## config.mk

```make
export PLATFORM = sky130hd
export DESIGN_NAME = sff_top
export DESIGN_NICKNAME = d
export VERILOG_FILES = /design/src/common/sff_pkg.sv /design/src/hw/sff_baud_gen.sv /design/src/hw/sff_shifter.sv /design/src/hw/sff_top.sv
export SDC_FILE = /design/constraint.sdc
export NUM_CORES = 1
export LEC_CHECK = 0
export BUFFER_PORTS_ARGS = -buffer_cell sky130_fd_sc_hd__buf_4
export CORE_MARGIN = 2
export CORE_UTILIZATION = 35
export CTS_BUF_LIST = sky130_fd_sc_hd__clkbuf_4
export CTS_CLUSTER_DIAMETER = 120
export DETAILED_ROUTE_END_ITERATION = 6
export GPL_ROUTABILITY_DRIVEN = 0
export MAX_ROUTING_LAYER = met4
export PLACE_DENSITY = 0.58
export SYNTH_ARGS = -nofsm -noshare
export SYNTH_HDL_FRONTEND = slang
export SYNTH_HIERARCHICAL = 1
export SYNTH_SLANG_ARGS = --single-unit
```

## constraint.sdc

```tcl
create_clock -name CORE_CLK_I -period 6.15 [get_ports CORE_CLK_I]
set_input_delay 0.3075 -clock CORE_CLK_I [delete_from_list [all_inputs] [get_ports CORE_CLK_I]]
set_output_delay 0.3075 -clock CORE_CLK_I [all_outputs]
set_load 0.02 [all_outputs]
```

## src/common/sff_pkg.sv

```systemverilog
// shared constants, types and helpers for the serial frame-format port
package sff_pkg;

    // register byte offsets
    localparam logic [7:0] SFF_TX_DATA_OFS = 8'h00;
    localparam logic [7:0] SFF_RX_DATA_OFS = 8'h04;
    localparam logic [7:0] SFF_STATUS_OFS = 8'h08;
    localparam logic [7:0] SFF_PORT_CTRL_OFS = 8'h18;
    localparam logic [7:0] SFF_FRAME_FORMAT_OFS = 8'h1c;
    localparam logic [7:0] SFF_BAUD_DIVISOR_OFS = 8'h20;
    localparam logic [7:0] SFF_RECEIVE_COUNT_OFS = 8'h24;
    localparam logic [7:0] SFF_SELECT_OUTPUT_OFS = 8'h28;
    localparam logic [7:0] SFF_WORD_LENGTH_OFS = 8'h2c;

    // reset values
    localparam logic [6:0] SFF_FRAME_FORMAT_RST = 7'h08;
    localparam logic [15:0] SFF_BAUD_DIVISOR_RST = 16'h0002;
    localparam logic [15:0] SFF_RECEIVE_COUNT_RST = 16'h0001;
    localparam logic [7:0] SFF_SELECT_OUTPUT_RST = 8'hff;
    localparam logic [4:0] SFF_WORD_LENGTH_RST = 5'h08;
    localparam logic [11:0] SFF_PORT_CTRL_RST = 12'h004;

    // frame_format_ctrl fields
    localparam int SFF_FF_CLOCK_PHASE = 0;
    localparam int SFF_FF_IDLE_CLOCK_LEVEL = 1;
    localparam int SFF_FF_LSB_FIRST = 2;
    localparam int SFF_FF_SHORT_WORD_LENGTH = 3;
    localparam int SFF_FF_MASTER_LATE_SAMPLE = 4;
    localparam int SFF_FF_SLAVE_EARLY_DRIVE = 5;
    localparam int SFF_FF_PHASE_INVERT_SELECT = 6;

    // port_ctrl fields
    localparam int SFF_PC_PORT_ENABLE = 0;
    localparam int SFF_PC_HOST_MODE = 2;
    localparam int SFF_PC_RX_ONLY = 4;
    localparam int SFF_PC_AUDIO_MODE = 8;
    localparam int SFF_PC_AUDIO_CHANNEL_LENGTH = 9;
    localparam int SFF_PC_SELECT_CTRL = 10;
    localparam int SFF_PC_WIDE_WORD_SELECT = 11;

    // status fields
    localparam int SFF_ST_BUSY = 0;
    localparam int SFF_ST_RX_VALID = 1;

    // word lengths
    localparam logic [5:0] SFF_LEN_32 = 6'h20;
    localparam logic [5:0] SFF_LEN_16 = 6'h10;
    localparam logic [5:0] SFF_LEN_8 = 6'h08;
    localparam logic [5:0] SFF_LEN_7 = 6'h07;
    localparam logic [4:0] SFF_EXT_LEN_MAX = 5'h00;

    localparam logic [1:0] SFF_HTRANS_NONSEQ = 2'h2;

    typedef enum logic [1:0] {
        SFF_IDLE = 2'b00,
        SFF_RUN = 2'b01,
        SFF_TAIL = 2'b11
    } sff_state_t;

    function automatic logic [5:0] sff_word_len(
        input logic wide,
        input logic short_len,
        input logic [4:0] ext_len,
        input logic audio,
        input logic audio_channel_length
    );
        if (audio) begin
            return audio_channel_length ? SFF_LEN_32 : SFF_LEN_16;
        end else if (wide) begin
            return (ext_len == SFF_EXT_LEN_MAX) ? SFF_LEN_32
                                                : {1'b0, ext_len};
        end
        return short_len ? SFF_LEN_8 : SFF_LEN_7;
    endfunction

    function automatic logic [4:0] sff_bit_pos(
        input logic [5:0] idx,
        input logic [5:0] len,
        input logic lsb
    );
        logic [5:0] rev;
        rev = len - idx - 6'h01;
        return lsb ? idx[4:0] : rev[4:0];
    endfunction

endpackage

```

## src/hw/sff_baud_gen.sv

```systemverilog
// baud generator: two clock-edge ticks per serial period of div cycles
`timescale 1ns/1ns
module sff_baud_gen #(
    parameter int DIV_W = 16
) (
    input wire logic clk_i,
    input wire logic rst_i,
    input wire logic run_i,
    input wire logic [DIV_W-1:0] div_i,
    output logic tick_a_o,
    output logic tick_b_o
);
    logic [DIV_W-1:0] div_q;
    logic [DIV_W-1:0] cnt;
    logic [DIV_W-1:0] half;

    // divisor is only taken while stopped, so a word never mixes rates
    always_ff @(posedge clk_i) begin
        if (rst_i) begin
            div_q <= DIV_W'(sff_pkg::SFF_BAUD_DIVISOR_RST);
        end else if (!run_i) begin
            div_q <= div_i;
        end
    end

    assign half = div_q >> 1;

    always_ff @(posedge clk_i) begin
        if (rst_i || !run_i) begin
            cnt <= '0;
        end else if (cnt == div_q - DIV_W'(1)) begin
            cnt <= '0;
        end else begin
            cnt <= cnt + DIV_W'(1);
        end
    end

    // first edge at half a period, second at the full period
    assign tick_a_o = run_i && (cnt == half - DIV_W'(1));
    assign tick_b_o = run_i && (cnt == div_q - DIV_W'(1));
endmodule

```

## src/hw/sff_shifter.sv

```systemverilog
// word shifter for master and slave timing with configurable frame format
`timescale 1ns/1ns
module sff_shifter
    import sff_pkg::*;
(
    input wire logic clk_i,
    input wire logic rst_i,
    input wire logic enable_i,
    input wire logic master_i,
    input wire logic start_i,
    input wire logic [5:0] len_i,
    input wire logic lsb_i,
    input wire logic phase_i,
    input wire logic idle_clock_level_i,
    input wire logic late_i,
    input wire logic early_i,
    input wire logic tick_a_i,
    input wire logic tick_b_i,
    input wire logic sclk_i,
    input wire logic cs_n_i,
    input wire logic sdi_i,
    input wire logic [31:0] tx_word_i,
    output logic busy_o,
    output logic done_o,
    output logic [31:0] rx_word_o,
    output logic sclk_o,
    output logic sdo_o
);
    sff_state_t state;
    logic [5:0] len_q;
    logic lsb_q, ph_q, late_q, early_q, idle_clock_level_q, master_q;
    logic [31:0] tx_q;
    logic [5:0] ecnt, ccnt;
    logic pend, sclk_prev, bit_q;
    logic lead, trail, sample_ev, drive_ev, capture, last_cap;
    logic slave_go, abort, tick;
    logic [5:0] ecnt_n;

    assign tick = tick_a_i || tick_b_i;
    assign lead = master_q ? tick_a_i
                : (sclk_i != sclk_prev) && (sclk_prev == idle_clock_level_q);
    assign trail = master_q ? tick_b_i
                 : (sclk_i != sclk_prev) && (sclk_prev != idle_clock_level_q);
    // effective phase 1 samples on the first edge, 0 on the second
    assign sample_ev = (state == SFF_RUN) && (ph_q ? lead : trail); // see RULE3
    assign drive_ev = (state == SFF_RUN) && (ph_q ? trail : lead);
    assign ecnt_n = sample_ev ? ecnt + 6'h01 : ecnt;
    // late sampling holds the capture to the following edge
    assign capture = master_q && late_q ? pend && tick // see RULE8
                                        : sample_ev;
    assign last_cap = capture && (ccnt == len_q - 6'h01);
    assign slave_go = enable_i && !master_i && !cs_n_i;
    assign abort = !master_q && cs_n_i;

    always_ff @(posedge clk_i) begin
        sclk_prev <= sclk_i;
    end

    // settings are caught only while idle
    always_ff @(posedge clk_i) begin
        if (rst_i) begin
            len_q <= SFF_LEN_8;
            lsb_q <= 1'b0;
            ph_q <= 1'b0;
            late_q <= 1'b0;
            early_q <= 1'b0;
            idle_clock_level_q <= 1'b0;
            master_q <= 1'b0;
            tx_q <= '0;
        end else if (state == SFF_IDLE) begin // see RULE21
            len_q <= len_i;
            lsb_q <= lsb_i;
            ph_q <= phase_i;
            late_q <= late_i;
            early_q <= early_i;
            idle_clock_level_q <= idle_clock_level_i;
            master_q <= master_i;
            tx_q <= tx_word_i;
        end
    end

    always_ff @(posedge clk_i) begin
        if (rst_i) begin
            state <= SFF_IDLE;
            done_o <= 1'b0;
        end else begin
            done_o <= 1'b0;
            unique case (state)
                SFF_IDLE: begin
                    if ((start_i && master_i && enable_i) || slave_go) begin
                        state <= SFF_RUN;
                    end
                end
                SFF_RUN: begin
                    if (!enable_i || abort) begin
                        state <= SFF_IDLE;
                    end else if (!master_q && last_cap) begin
                        state <= SFF_IDLE;
                        done_o <= 1'b1;
                    end else if (master_q && tick_b_i && ecnt_n == len_q) begin
                        state <= (late_q && !ph_q) ? SFF_TAIL : SFF_IDLE;
                        done_o <= !(late_q && !ph_q);
                    end
                end
                SFF_TAIL: begin
                    if (!enable_i) begin
                        state <= SFF_IDLE;
                    end else if (tick) begin
                        state <= SFF_IDLE;
                        done_o <= 1'b1;
                    end
                end
            endcase
        end
    end

    always_ff @(posedge clk_i) begin
        if (rst_i || state == SFF_IDLE) begin
            ecnt <= '0;
            ccnt <= '0;
            pend <= 1'b0;
        end else begin
            ecnt <= ecnt_n;
            if (capture) begin
                ccnt <= ccnt + 6'h01;
            end
            if (master_q && late_q) begin
                pend <= sample_ev ? 1'b1 : (tick ? 1'b0 : pend);
            end
        end
    end

    // bit order picks the index of each bit in the word
    always_ff @(posedge clk_i) begin
        if (rst_i) begin
            rx_word_o <= '0;
        end else if (state != SFF_IDLE && capture) begin
            if (ccnt == '0) begin
                rx_word_o <= '0;
            end
            rx_word_o[sff_bit_pos(ccnt, len_q, lsb_q)] <= sdi_i; // see RULE5
        end
    end

    always_ff @(posedge clk_i) begin
        if (rst_i) begin
            bit_q <= 1'b0;
        end else if (state == SFF_IDLE) begin
            bit_q <= tx_word_i[sff_bit_pos(6'h00, len_i, lsb_i)];
        end else if (drive_ev && ecnt < len_q) begin
            bit_q <= tx_q[sff_bit_pos(ecnt, len_q, lsb_q)]; // see RULE5
        end
    end

    // a slow slave sends each bit one core cycle after the drive edge
    always_ff @(posedge clk_i) begin
        if (rst_i) begin
            sdo_o <= 1'b0;
        end else if (master_q || early_q) begin // see RULE7
            sdo_o <= (drive_ev && ecnt < len_q)
                   ? tx_q[sff_bit_pos(ecnt, len_q, lsb_q)] : bit_q;
        end else begin
            sdo_o <= bit_q;
        end
    end

    always_ff @(posedge clk_i) begin
        if (rst_i) begin
            sclk_o <= 1'b0;
        end else if (state != SFF_RUN) begin
            sclk_o <= idle_clock_level_i; // see RULE4
        end else if (master_q && tick) begin
            sclk_o <= !sclk_o;
        end
    end

    assign busy_o = (state != SFF_IDLE);
endmodule

```

## src/hw/sff_top.sv

```systemverilog
// serial port frame format, baud select and select output behind AHB-Lite
//
// How it works
// RULE1 - port stays disabled until port_enable is set, runs only while set
// RULE2 - phase_invert_select set flips the programmed clock phase
// RULE3 - effective phase 0 samples on the second edge, 1 on the first
// RULE4 - serial clock idles at the idle_clock_level value
// RULE5 - lsb_first set shifts least significant bit first, else msb first
// RULE6 - narrow mode: short_word_length 0 gives 7-bit, 1 gives 8-bit words
// RULE7 - slave drives data one edge later unless slave_early_drive is set
// RULE8 - master samples mid-bit, or at the trailing edge if late sample set
// RULE9 - audio mode forces invert and short length to 1, lsb and phase to 0
// RULE10 - master serial clock is bus clock divided by the baud divisor
// RULE11 - software never writes 0 or 1 into the baud divisor
// RULE12 - master receive-only takes receive_count words per receive run
// RULE13 - software never writes zero to the receive count register
// RULE14 - software select drives active-low select from select bit 0
// RULE15 - wide mode word length is extended_length, 0 meaning 32 bits
// RULE16 - narrow mode keeps extended_length at eight
// RULE17 - audio mode ignores extended_length, uses 32 or 16 bit words
// RULE18 - wide_word_select 0 uses low 8 data bits, 1 uses all 32
// RULE19 - select control 0 uses software select, 1 hardware select
// RULE20 - host mode uses internal baud clock, slave takes external clock
// RULE21 - format, length and divisor changes take effect between words
//
// Decided for this implementation: the AHB-Lite interface to the registers.
`timescale 1ns/1ns
module sff_top
    import sff_pkg::*;
#(
    parameter int DIV_W = 16
) (
    input wire logic CORE_CLK_I,
    input wire logic RST_I,
    input wire logic HSEL_I,
    input wire logic [7:0] HADDR_I,
    input wire logic [1:0] HTRANS_I,
    input wire logic HWRITE_I,
    input wire logic [2:0] HSIZE_I,
    input wire logic [31:0] HWDATA_I,
    input wire logic HREADY_I,
    output logic [31:0] HRDATA_O,
    output logic HREADYOUT_O,
    output logic HRESP_O,
    input wire logic SCLK_I,
    output logic SCLK_O,
    output logic SCLK_OE_O,
    input wire logic SDI_I,
    output logic SDO_O,
    output logic SDO_OE_O,
    input wire logic CS_N_I,
    output logic CS_N_O
);
    import sff_pkg::*;

    logic [6:0] frame_format_ctrl;
    logic [DIV_W-1:0] baud_divisor_reg;
    logic [15:0] receive_count_reg;
    logic [7:0] select_output_reg;
    logic [4:0] word_length_reg;
    logic [11:0] port_ctrl;
    logic [31:0] tx_data;
    logic rx_valid;
    logic [15:0] rx_left;
    logic wr_pend, rd_rx;
    logic [7:0] wr_addr;
    logic addr_ok, tx_wr, start;
    logic [31:0] rd_mux;
    logic enable, master, audio, wide;
    logic eff_phase, eff_lsb, eff_short, eff_inv;
    logic [5:0] word_len;
    logic busy, done, tick_a, tick_b, sclk_int, sdo_int;
    logic [31:0] rx_word;

    assign enable = port_ctrl[SFF_PC_PORT_ENABLE]; // see RULE1
    assign master = port_ctrl[SFF_PC_HOST_MODE]; // see RULE20
    assign audio = port_ctrl[SFF_PC_AUDIO_MODE];
    // audio mode keeps the wide data path
    assign wide = port_ctrl[SFF_PC_WIDE_WORD_SELECT] || audio;

    // audio mode overrides the four format bits
    assign eff_inv = audio ? 1'b1 // see RULE9
                   : frame_format_ctrl[SFF_FF_PHASE_INVERT_SELECT];
    assign eff_short = audio ? 1'b1
                     : frame_format_ctrl[SFF_FF_SHORT_WORD_LENGTH];
    assign eff_lsb = audio ? 1'b0 : frame_format_ctrl[SFF_FF_LSB_FIRST];
    assign eff_phase = (audio ? 1'b0 : frame_format_ctrl[SFF_FF_CLOCK_PHASE])
                     ^ eff_inv; // see RULE2

    assign word_len = sff_word_len(wide, eff_short, // see RULE6
                                   word_length_reg, audio, // see RULE15
                                   port_ctrl[SFF_PC_AUDIO_CHANNEL_LENGTH]);
                                   // see RULE17

    // single-cycle slave: address phase captured, write in data phase
    assign addr_ok = HSEL_I && HREADY_I && HTRANS_I[1];

    always_ff @(posedge CORE_CLK_I) begin
        if (RST_I) begin
            wr_pend <= 1'b0;
            wr_addr <= '0;
            rd_rx <= 1'b0;
        end else begin
            wr_pend <= addr_ok && HWRITE_I;
            rd_rx <= addr_ok && !HWRITE_I
                  && (HADDR_I == SFF_RX_DATA_OFS);
            if (addr_ok) begin
                wr_addr <= HADDR_I;
            end
        end
    end

    always_ff @(posedge CORE_CLK_I) begin
        if (RST_I) begin
            HREADYOUT_O <= 1'b0;
            HRESP_O <= 1'b0;
        end else begin
            HREADYOUT_O <= 1'b1;
            HRESP_O <= 1'b0;
        end
    end

    always_comb begin
        rd_mux = '0;
        unique case (HADDR_I)
            SFF_RX_DATA_OFS:
                rd_mux = wide ? rx_word : {24'h00_0000, rx_word[7:0]};
                // see RULE18
            SFF_STATUS_OFS: begin
                rd_mux[SFF_ST_BUSY] = busy;
                rd_mux[SFF_ST_RX_VALID] = rx_valid;
            end
            SFF_PORT_CTRL_OFS: rd_mux = {20'h0_0000, port_ctrl};
            SFF_FRAME_FORMAT_OFS: rd_mux = {25'h000_0000, frame_format_ctrl};
            SFF_BAUD_DIVISOR_OFS: rd_mux = 32'(baud_divisor_reg);
            SFF_RECEIVE_COUNT_OFS: rd_mux = {16'h0000, receive_count_reg};
            SFF_SELECT_OUTPUT_OFS: rd_mux = {24'h00_0000, select_output_reg};
            SFF_WORD_LENGTH_OFS: rd_mux = {27'h000_0000, word_length_reg};
            default: rd_mux = '0;
        endcase
    end

    always_ff @(posedge CORE_CLK_I) begin
        if (RST_I) begin
            HRDATA_O <= '0;
        end else if (addr_ok && !HWRITE_I) begin
            HRDATA_O <= rd_mux;
        end
    end

    always_ff @(posedge CORE_CLK_I) begin
        if (RST_I) begin
            frame_format_ctrl <= SFF_FRAME_FORMAT_RST;
            baud_divisor_reg <= DIV_W'(SFF_BAUD_DIVISOR_RST); // see RULE10
            receive_count_reg <= SFF_RECEIVE_COUNT_RST;
            select_output_reg <= SFF_SELECT_OUTPUT_RST;
            word_length_reg <= SFF_WORD_LENGTH_RST;
            port_ctrl <= SFF_PORT_CTRL_RST;
            tx_data <= '0;
        end else if (wr_pend) begin
            unique case (wr_addr)
                SFF_TX_DATA_OFS:
                    tx_data <= wide ? HWDATA_I
                                    : {24'h00_0000, HWDATA_I[7:0]};
                SFF_PORT_CTRL_OFS: port_ctrl <= HWDATA_I[11:0];
                SFF_FRAME_FORMAT_OFS: frame_format_ctrl <= HWDATA_I[6:0];
                SFF_BAUD_DIVISOR_OFS:
                    baud_divisor_reg <= HWDATA_I[DIV_W-1:0];
                SFF_RECEIVE_COUNT_OFS: receive_count_reg <= HWDATA_I[15:0];
                SFF_SELECT_OUTPUT_OFS: select_output_reg <= HWDATA_I[7:0];
                SFF_WORD_LENGTH_OFS: word_length_reg <= HWDATA_I[4:0];
                default: ;
            endcase
        end
    end

    assign tx_wr = wr_pend && (wr_addr == SFF_TX_DATA_OFS);

    // receive-only master repeats words until the count is used up
    always_ff @(posedge CORE_CLK_I) begin
        if (RST_I || !enable) begin
            rx_left <= '0;
        end else if (tx_wr && !busy && master) begin
            rx_left <= port_ctrl[SFF_PC_RX_ONLY]
                     ? receive_count_reg : 16'h0001; // see RULE12
        end else if (done && rx_left != 16'h0000) begin
            rx_left <= rx_left - 16'h0001;
        end
    end

    always_ff @(posedge CORE_CLK_I) begin
        if (RST_I) begin
            start <= 1'b0;
        end else begin
            start <= (tx_wr && !busy && master && enable)
                  || (done && master && port_ctrl[SFF_PC_RX_ONLY]
                      && rx_left > 16'h0001);
        end
    end

    // a new word sets the flag even in the cycle its read clears it
    always_ff @(posedge CORE_CLK_I) begin
        if (RST_I) begin
            rx_valid <= 1'b0;
        end else if (done) begin
            rx_valid <= 1'b1;
        end else if (rd_rx) begin
            rx_valid <= 1'b0;
        end
    end

    sff_baud_gen #(
        .DIV_W(DIV_W)
    ) u_baud (
        .clk_i(CORE_CLK_I),
        .rst_i(RST_I),
        .run_i(busy && master && enable), // see RULE10
        .div_i(baud_divisor_reg),
        .tick_a_o(tick_a),
        .tick_b_o(tick_b)
    );

    sff_shifter u_shift (
        .clk_i(CORE_CLK_I),
        .rst_i(RST_I),
        .enable_i(enable),
        .master_i(master),
        .start_i(start),
        .len_i(word_len),
        .lsb_i(eff_lsb),
        .phase_i(eff_phase),
        .idle_clock_level_i(frame_format_ctrl[SFF_FF_IDLE_CLOCK_LEVEL]),
        .late_i(frame_format_ctrl[SFF_FF_MASTER_LATE_SAMPLE]),
        .early_i(frame_format_ctrl[SFF_FF_SLAVE_EARLY_DRIVE]),
        .tick_a_i(tick_a),
        .tick_b_i(tick_b),
        .sclk_i(SCLK_I),
        .cs_n_i(CS_N_I),
        .sdi_i(SDI_I),
        .tx_word_i(tx_data),
        .busy_o(busy),
        .done_o(done),
        .rx_word_o(rx_word),
        .sclk_o(sclk_int),
        .sdo_o(sdo_int)
    );

    // pins are re-registered so every output comes from a flop
    always_ff @(posedge CORE_CLK_I) begin
        if (RST_I) begin
            SCLK_O <= 1'b0;
            SCLK_OE_O <= 1'b0;
            SDO_O <= 1'b0;
            SDO_OE_O <= 1'b0;
        end else begin
            SCLK_O <= sclk_int;
            SCLK_OE_O <= enable && master; // see RULE20
            SDO_O <= sdo_int;
            SDO_OE_O <= enable && (master || !CS_N_I); // see RULE1
        end
    end

    always_ff @(posedge CORE_CLK_I) begin
        if (RST_I) begin
            CS_N_O <= 1'b1;
        end else if (!enable || !master) begin
            CS_N_O <= 1'b1; // see RULE14
        end else if (port_ctrl[SFF_PC_SELECT_CTRL]) begin
            CS_N_O <= !busy; // see RULE19
        end else begin
            CS_N_O <= select_output_reg[0]; // see RULE14
        end
    end
endmodule

```

=== After elaboration in Yosys (flattened, before gate mapping) ===
Cells that the tools add are included.

* Word-level logic and storage cells: 230
* Register bits after elaboration: 290

* Multiplexer cells: 63
* Order comparisons: 6
* Reductions and logical operators: 81
* Eq/ne operators: 27
* $add $sub $neg: 12
* Bitwise gates (word level): 1

{| class="wikitable"
|+ Operator list
! kind !! count
|-
| one-hot mux 30 bit (7 select lines) || 1
|-
| 2-to-1 mux 32 bit || 5
|-
| == test 8 x 6 -> 1 bit (second input constant) || 8
|-
| 2-to-1 mux 16 bit || 3
|-
| logical AND 1 bit || 39
|-
| 2-to-1 mux 6 bit || 6
|-
| bitwise mux 32 bit || 1
|-
| == test 16 bit || 2
|-
| == test 8 x 5 -> 1 bit (second input constant) || 4
|-
| subtractor 16 x 1 -> 16 bit (second input constant) || 2
|-
| 2-to-1 mux 1 bit || 30
|-
| < comparator 5 x 6 -> 1 bit (second input constant) || 3
|-
| adder 16 x 1 -> 16 bit (second input constant) || 1
|-
| > comparator 16 x 1 -> 1 bit (second input constant) || 1
|-
| one-hot mux 2 bit (8 select lines) || 1
|-
| AND reduction 2 bit || 8
|-
| nonzero test 16 bit || 1
|-
| subtractor 15 x 1 -> 16 bit (second input constant) || 1
|-
| 2-to-1 mux 5 bit || 3
|-
| subtractor 5 x 1 -> 5 bit (second input constant) || 3
|-
| 2-to-1 mux 2 bit || 7
|-
| adder 6 x 1 -> 6 bit (second input constant) || 2
|-
| == test 6 bit || 2
|-
| logical OR 1 bit || 11
|-
| other kinds (27) || 45
|}

=== Logic depth before layout (Yosys ltp) ===
* Depth after elaboration: 14
* Depth in mapped cells: 19

=== By module ===
Netlist, hierarchy kept.

{| class="wikitable"
|+ By module, submodules not included
! module !! times used !! cells an instance !! area each (um2)
|-
| sff_top || 1 || 832 || 6988.0
|-
| sff_shifter || 1 || 715 || 5893.2
|-
| sff_baud_gen || 1 || 280 || 2404.8
|}

=== Least setup slack after synthesis ===
No wires, ideal clock.

* Kind: register to register
* From: register u_shift.state[1]
* To: register u_shift.state[1]
* Data arrival time: 3819 ps
* Stages on the path, launching flop included: 16
* Library setup time: 84 ps
* Required time: 6066 ps
* Setup slack: 2247 ps
* Cells stage by stage: dfxtp_1 -> nor2_1 -> inv_1 -> clkbuf_1 -> buf_1 -> and3_1 -> clkbuf_1 -> clkbuf_1 -> and2_1 -> nand2b_1 -> o311ai_4 -> a211oi_4 -> xnor3_1 -> a211o_1 -> nand3b_4 -> o31ai_2

* Longest elaborated chain between the ends: 13

{| class="wikitable"
|+ RTL lines
! what !! line !! source
|-
| start: declaration || sff_shifter.sv:29 || <nowiki>sff_state_t state;</nowiki>
|-
| start signal: assignment || sff_shifter.sv:101 || <nowiki>state <= (late_q && !ph_q) ? SFF_TAIL : SFF_IDLE;</nowiki>
|-
| nonzero test 2 bit * || sff_shifter.sv:177 || <nowiki>assign busy_o = (state != SFF_IDLE);</nowiki>
|-
| net busy || sff_top.sv:72 || <nowiki>logic busy, done, tick_a, tick_b, sclk_int, sdo_int;</nowiki>
|-
| logical AND 1 bit * (2 in a row) || sff_top.sv:217 || <nowiki>.run_i(busy && master && enable),</nowiki>
|-
| logical AND 1 bit * || sff_baud_gen.sv:40 || <nowiki>assign tick_b_o = run_i && (cnt == div_q - DIV_W'(1));</nowiki>
|-
| net tick_b || sff_top.sv:72 ||
|-
| branches (longest 9 deep; another with 2-to-1 mux 6 bit) || -- ||
|}

Mark *: on every way through the listed nets, which the timed path passes.
A chain may end at the register's enable or synchronous reset.

=== Worst setup path in the final report ===
* From: register u_baud.div_q[1]
* To: register u_shift.rx_word_o[16]

* Longest elaborated chain between the ends: 8

{| class="wikitable"
|+ RTL lines
! what !! line !! source
|-
| start: declaration || sff_baud_gen.sv:13 || <nowiki>logic [DIV_W-1:0] div_q;</nowiki>
|-
| start signal: assignment || sff_baud_gen.sv:20 || <nowiki>div_q <= DIV_W'(sff_pkg::SFF_BAUD_DIVISOR_RST);</nowiki>
|-
| start signal: assignment || sff_baud_gen.sv:22 || <nowiki>div_q <= div_i;</nowiki>
|-
| subtractor 16 x 1 -> 16 bit * || sff_baud_gen.sv:40 ||
|-
| == test 16 bit * || sff_baud_gen.sv:40 ||
|-
| logical AND 1 bit * || sff_baud_gen.sv:40 ||
|-
| net tick_b || sff_top.sv:72 ||
|-
| 2-to-1 mux 1 bit || sff_shifter.sv:42 || <nowiki>assign trail = master_q ? tick_b_i</nowiki>
|-
| 2-to-1 mux 1 bit || sff_shifter.sv:45 || <nowiki>assign sample_ev = (state == SFF_RUN) && (ph_q ? lead : trail);</nowiki>
|-
| logical AND 1 bit || sff_shifter.sv:45 ||
|-
| 2-to-1 mux 1 bit * || sff_shifter.sv:49 || <nowiki>assign capture = master_q && late_q ? pend && tick</nowiki>
|-
| logical AND 1 bit * || sff_shifter.sv:137 || <nowiki>end else if (state != SFF_IDLE && capture) begin</nowiki>
|-
| end signal: indexed assignment || sff_shifter.sv:141 || <nowiki>rx_word_o[sff_bit_pos(ccnt, len_q, lsb_q)] <= sdi_i;</nowiki>
|-
| end: declaration || sff_shifter.sv:25 || <nowiki>output logic [31:0] rx_word_o,</nowiki>
|}

The timed path passes the listed nets; every way through them passes the cells marked *.

==> out/results.ini <==
[outcome]
status=finished clean

[floorplan]
die_area_sq_mm=0.0454
initial_core_util_pct=35.5
die_height_microns=213
core-area_sq_mm=0.0431
io_pins=92
rows=76
die_width_microns=213

[layout]
regArea_sq_mm=0.00581
area_delta_synth_final_pct=15.2
fillCellCount=4374
multi_input_area_sq_mm=0.00867
fin_area_sq_mm=0.0176
drive_gt1_share_pct=15.3
nets=2004

[power]
p_leak_nw=6.38
power_mw=3.77
ir_drop_mv=0.121
powerDensity_mw_per_mm2=214

[placement]
dpl_cell_area_sq_mm=0.0162
io_buffer_count=86
dp_hpwl_microns=32200
place_ws_ns=1.34

[logic_synthesis]
synth_ff_type=dfxtp_1
yosysTopAreaCell=dfxtp_1
synth.top_cell.area_share_pct=38.0
synth_edf_count=0
synth_cell_types=103
syn_area_per_cell_sq_um=8.37
synth_nets=1908
synth_top_cells_by_count=333 x nand2_1, 290 x dfxtp_1, 177 x a21oi_1, 109 x nor2_1, 81 x nand3_1
synthCells=1827
ys_seq_elements=290
synth_area_sq_mm=0.0153
synth_seq_area_share_pct=38.0
yosysWarnings=6
async_flop_share_pct=0
synth_most_common_cell=nand2_1
ys_top_cells_by_area=dfxtp_1 38%, nand2_1 8.2%, a21oi_1 5.8%, mux2i_1 4.4%, xnor2_1 3.3%

[worst_setup_path]
startpoint=u_baud/div_q[1]$_SDFFE_PP1N_
crit_path_start_kind=flip-flop
endpoint_kind=flip-flop
required_ns=6.82
cp.arrival_ns=5.55
r2r.worst_path.cells=17
critPathKind=reg2reg
worst-path-max-fanout=38
r2r-start=u_baud/div_q[1]$_SDFFE_PP1N_

[sta]
finalClockSkew_ns=0.0549
relSlewSlack_pct=23.9
rsz0062_at_grt=false
fin_crit_ns=4.88
final-max-slew-violation-count=0
fin_setup_tns_ns=0
worstMarginPinSlew_ns=1.14
final-setup-viol-count=0
fmax_mhz=205
hold_violations=0
post-route-period-util_pct=79.3
fin_ws_ns=1.27

[cts]
path_clk_slew_ns=0.06
cts.sinks=290
cts-buffers-inserted=82
insertion_delay_ns=0.75
h-tree-depth=3
cts-resized-gates=0
clock_path_buffers=3
tritoncts=yes
root_buffer=clkbuf_4

[global_route]
grt.total_usage_pct=21.0
grt_pass1_wl_microns=72500
met2_usage_pct=30.8
grt.overflow.total=0
grt_pass1_vias=13100
busiest_layer=met2
grt_max_degree=86
use_met3_pct=5.31
antenna_found_initial=2
met1_usage_pct=27.9

[route]
vias=13800
route.detailed.drc=0
initialDrtViolationCount=1133
avgRoutedWirePerCell_microns=18.1
wl_microns=46300
ant_nets=0
dr.pass1.iters=5
viasPerCell=5.38

[hold_path]
hp-class=in2reg
worstHoldStart=HREADY_I
hold-path-cell-count=4

[job]
drv_cap=0

==> worst paths after layout <==
check                                  endpoint  slack (ns)
max          u_shift/rx_word_o[16]$_SDFFE_PP0P_        1.27
min                     wr_addr[4]$_SDFFE_PP0P_        0.17
max reg2reg  u_shift/rx_word_o[16]$_SDFFE_PP0P_        1.27
min reg2reg                    SDO_O$_SDFF_PP0_        0.45
==> power breakdown <==
part,internal [mW],switching [mW],leakage (nW),total [mW]
combinational,0.0577,0.0947,3.45,0.152
clock,0.900,0.829,0.594,1.73
sequential,1.88,0.00609,2.34,1.89
==> metal layers <==
metal | routed length, microns | vias up
met5 | 0 | -
met4 | 1170 | 0
met3 | 3670 | 78
met2 | 19900 | 494
met1 | 21600 | 6539
li1 | - | 6706
==> stage by stage <==
stage	hold WS, ns	util, %	std cells
floorplan	0.335	-	1827
global placement	0.441	37.6	2380
detailed placement	0.445	37.6	2380
CTS	0.113	40.9	2565
global route	0.177	40.9	2567
finish	0.173	40.9	2567
==> logic make-up after synthesis <==
group,Yosys count,share of synthesized area [%]
adder cells (fa/ha/maj),28,2.39
multiplexers,89,7.13
AO/OA/AOI/OAI,413,17.8
buffers and inverters,186,5.36
AND/OR/NAND/NOR,718,23.2
XOR/XNOR,102,6.08
flip-flops,290,38.0
other,1,0.0245
==> repair_timing <==
item                      in CTS  in global routing
hold buffers                  44                  0
buffers inserted               0                  0
hold endpoints to repair     132                  0
==> critical path, cell delays in order, from the launching register on <==
cell	delay, ns
dfxtp_1	0.35
inv_1	0.11
ha_1	0.26
nor2b_1	0.43
nand3_1	0.16
xnor2_1	0.15
or4_1	0.56
a2111oi_4	0.23
buf_4	0.32
and2_1	0.35
nand2b_1	0.24
o311ai_4	0.19
a221oi_2	0.33
o21ai_2	0.10
buf_4	0.27
and3b_1	0.50
nand3_1	0.15
o21ai_1	0.11
==> layout make-up <==
cell class | count | area share (%)
multi-input combinational | 1351 | 49.2
sequential | 290 | 33.0
timing repair buffer | 147 | 6.91
clock buffer | 115 | 4.90
tap | 585 | 4.15
inverter | 51 | 1.09
clock inverter | 26 | 0.739
antenna | 2 | 0.0284
==> cells in the final DEF, fill, tap and decap left out, drive strengths merged, types with 20 or more instances in the layout <==
cell / count
a22oi: 20
o21ai: 59
nor4: 24
nor2b: 24
buf: 103
clkbuf: 115
inv: 53
ha: 26
dlygate4sd3: 44
a21oi: 177
nand4: 32
nand2: 333
clkinv: 22
nand3: 81
dfxtp: 290
nor2: 121
xor2: 40
mux2i: 69
xnor2: 61
Power figures use the tool's default switching activity.
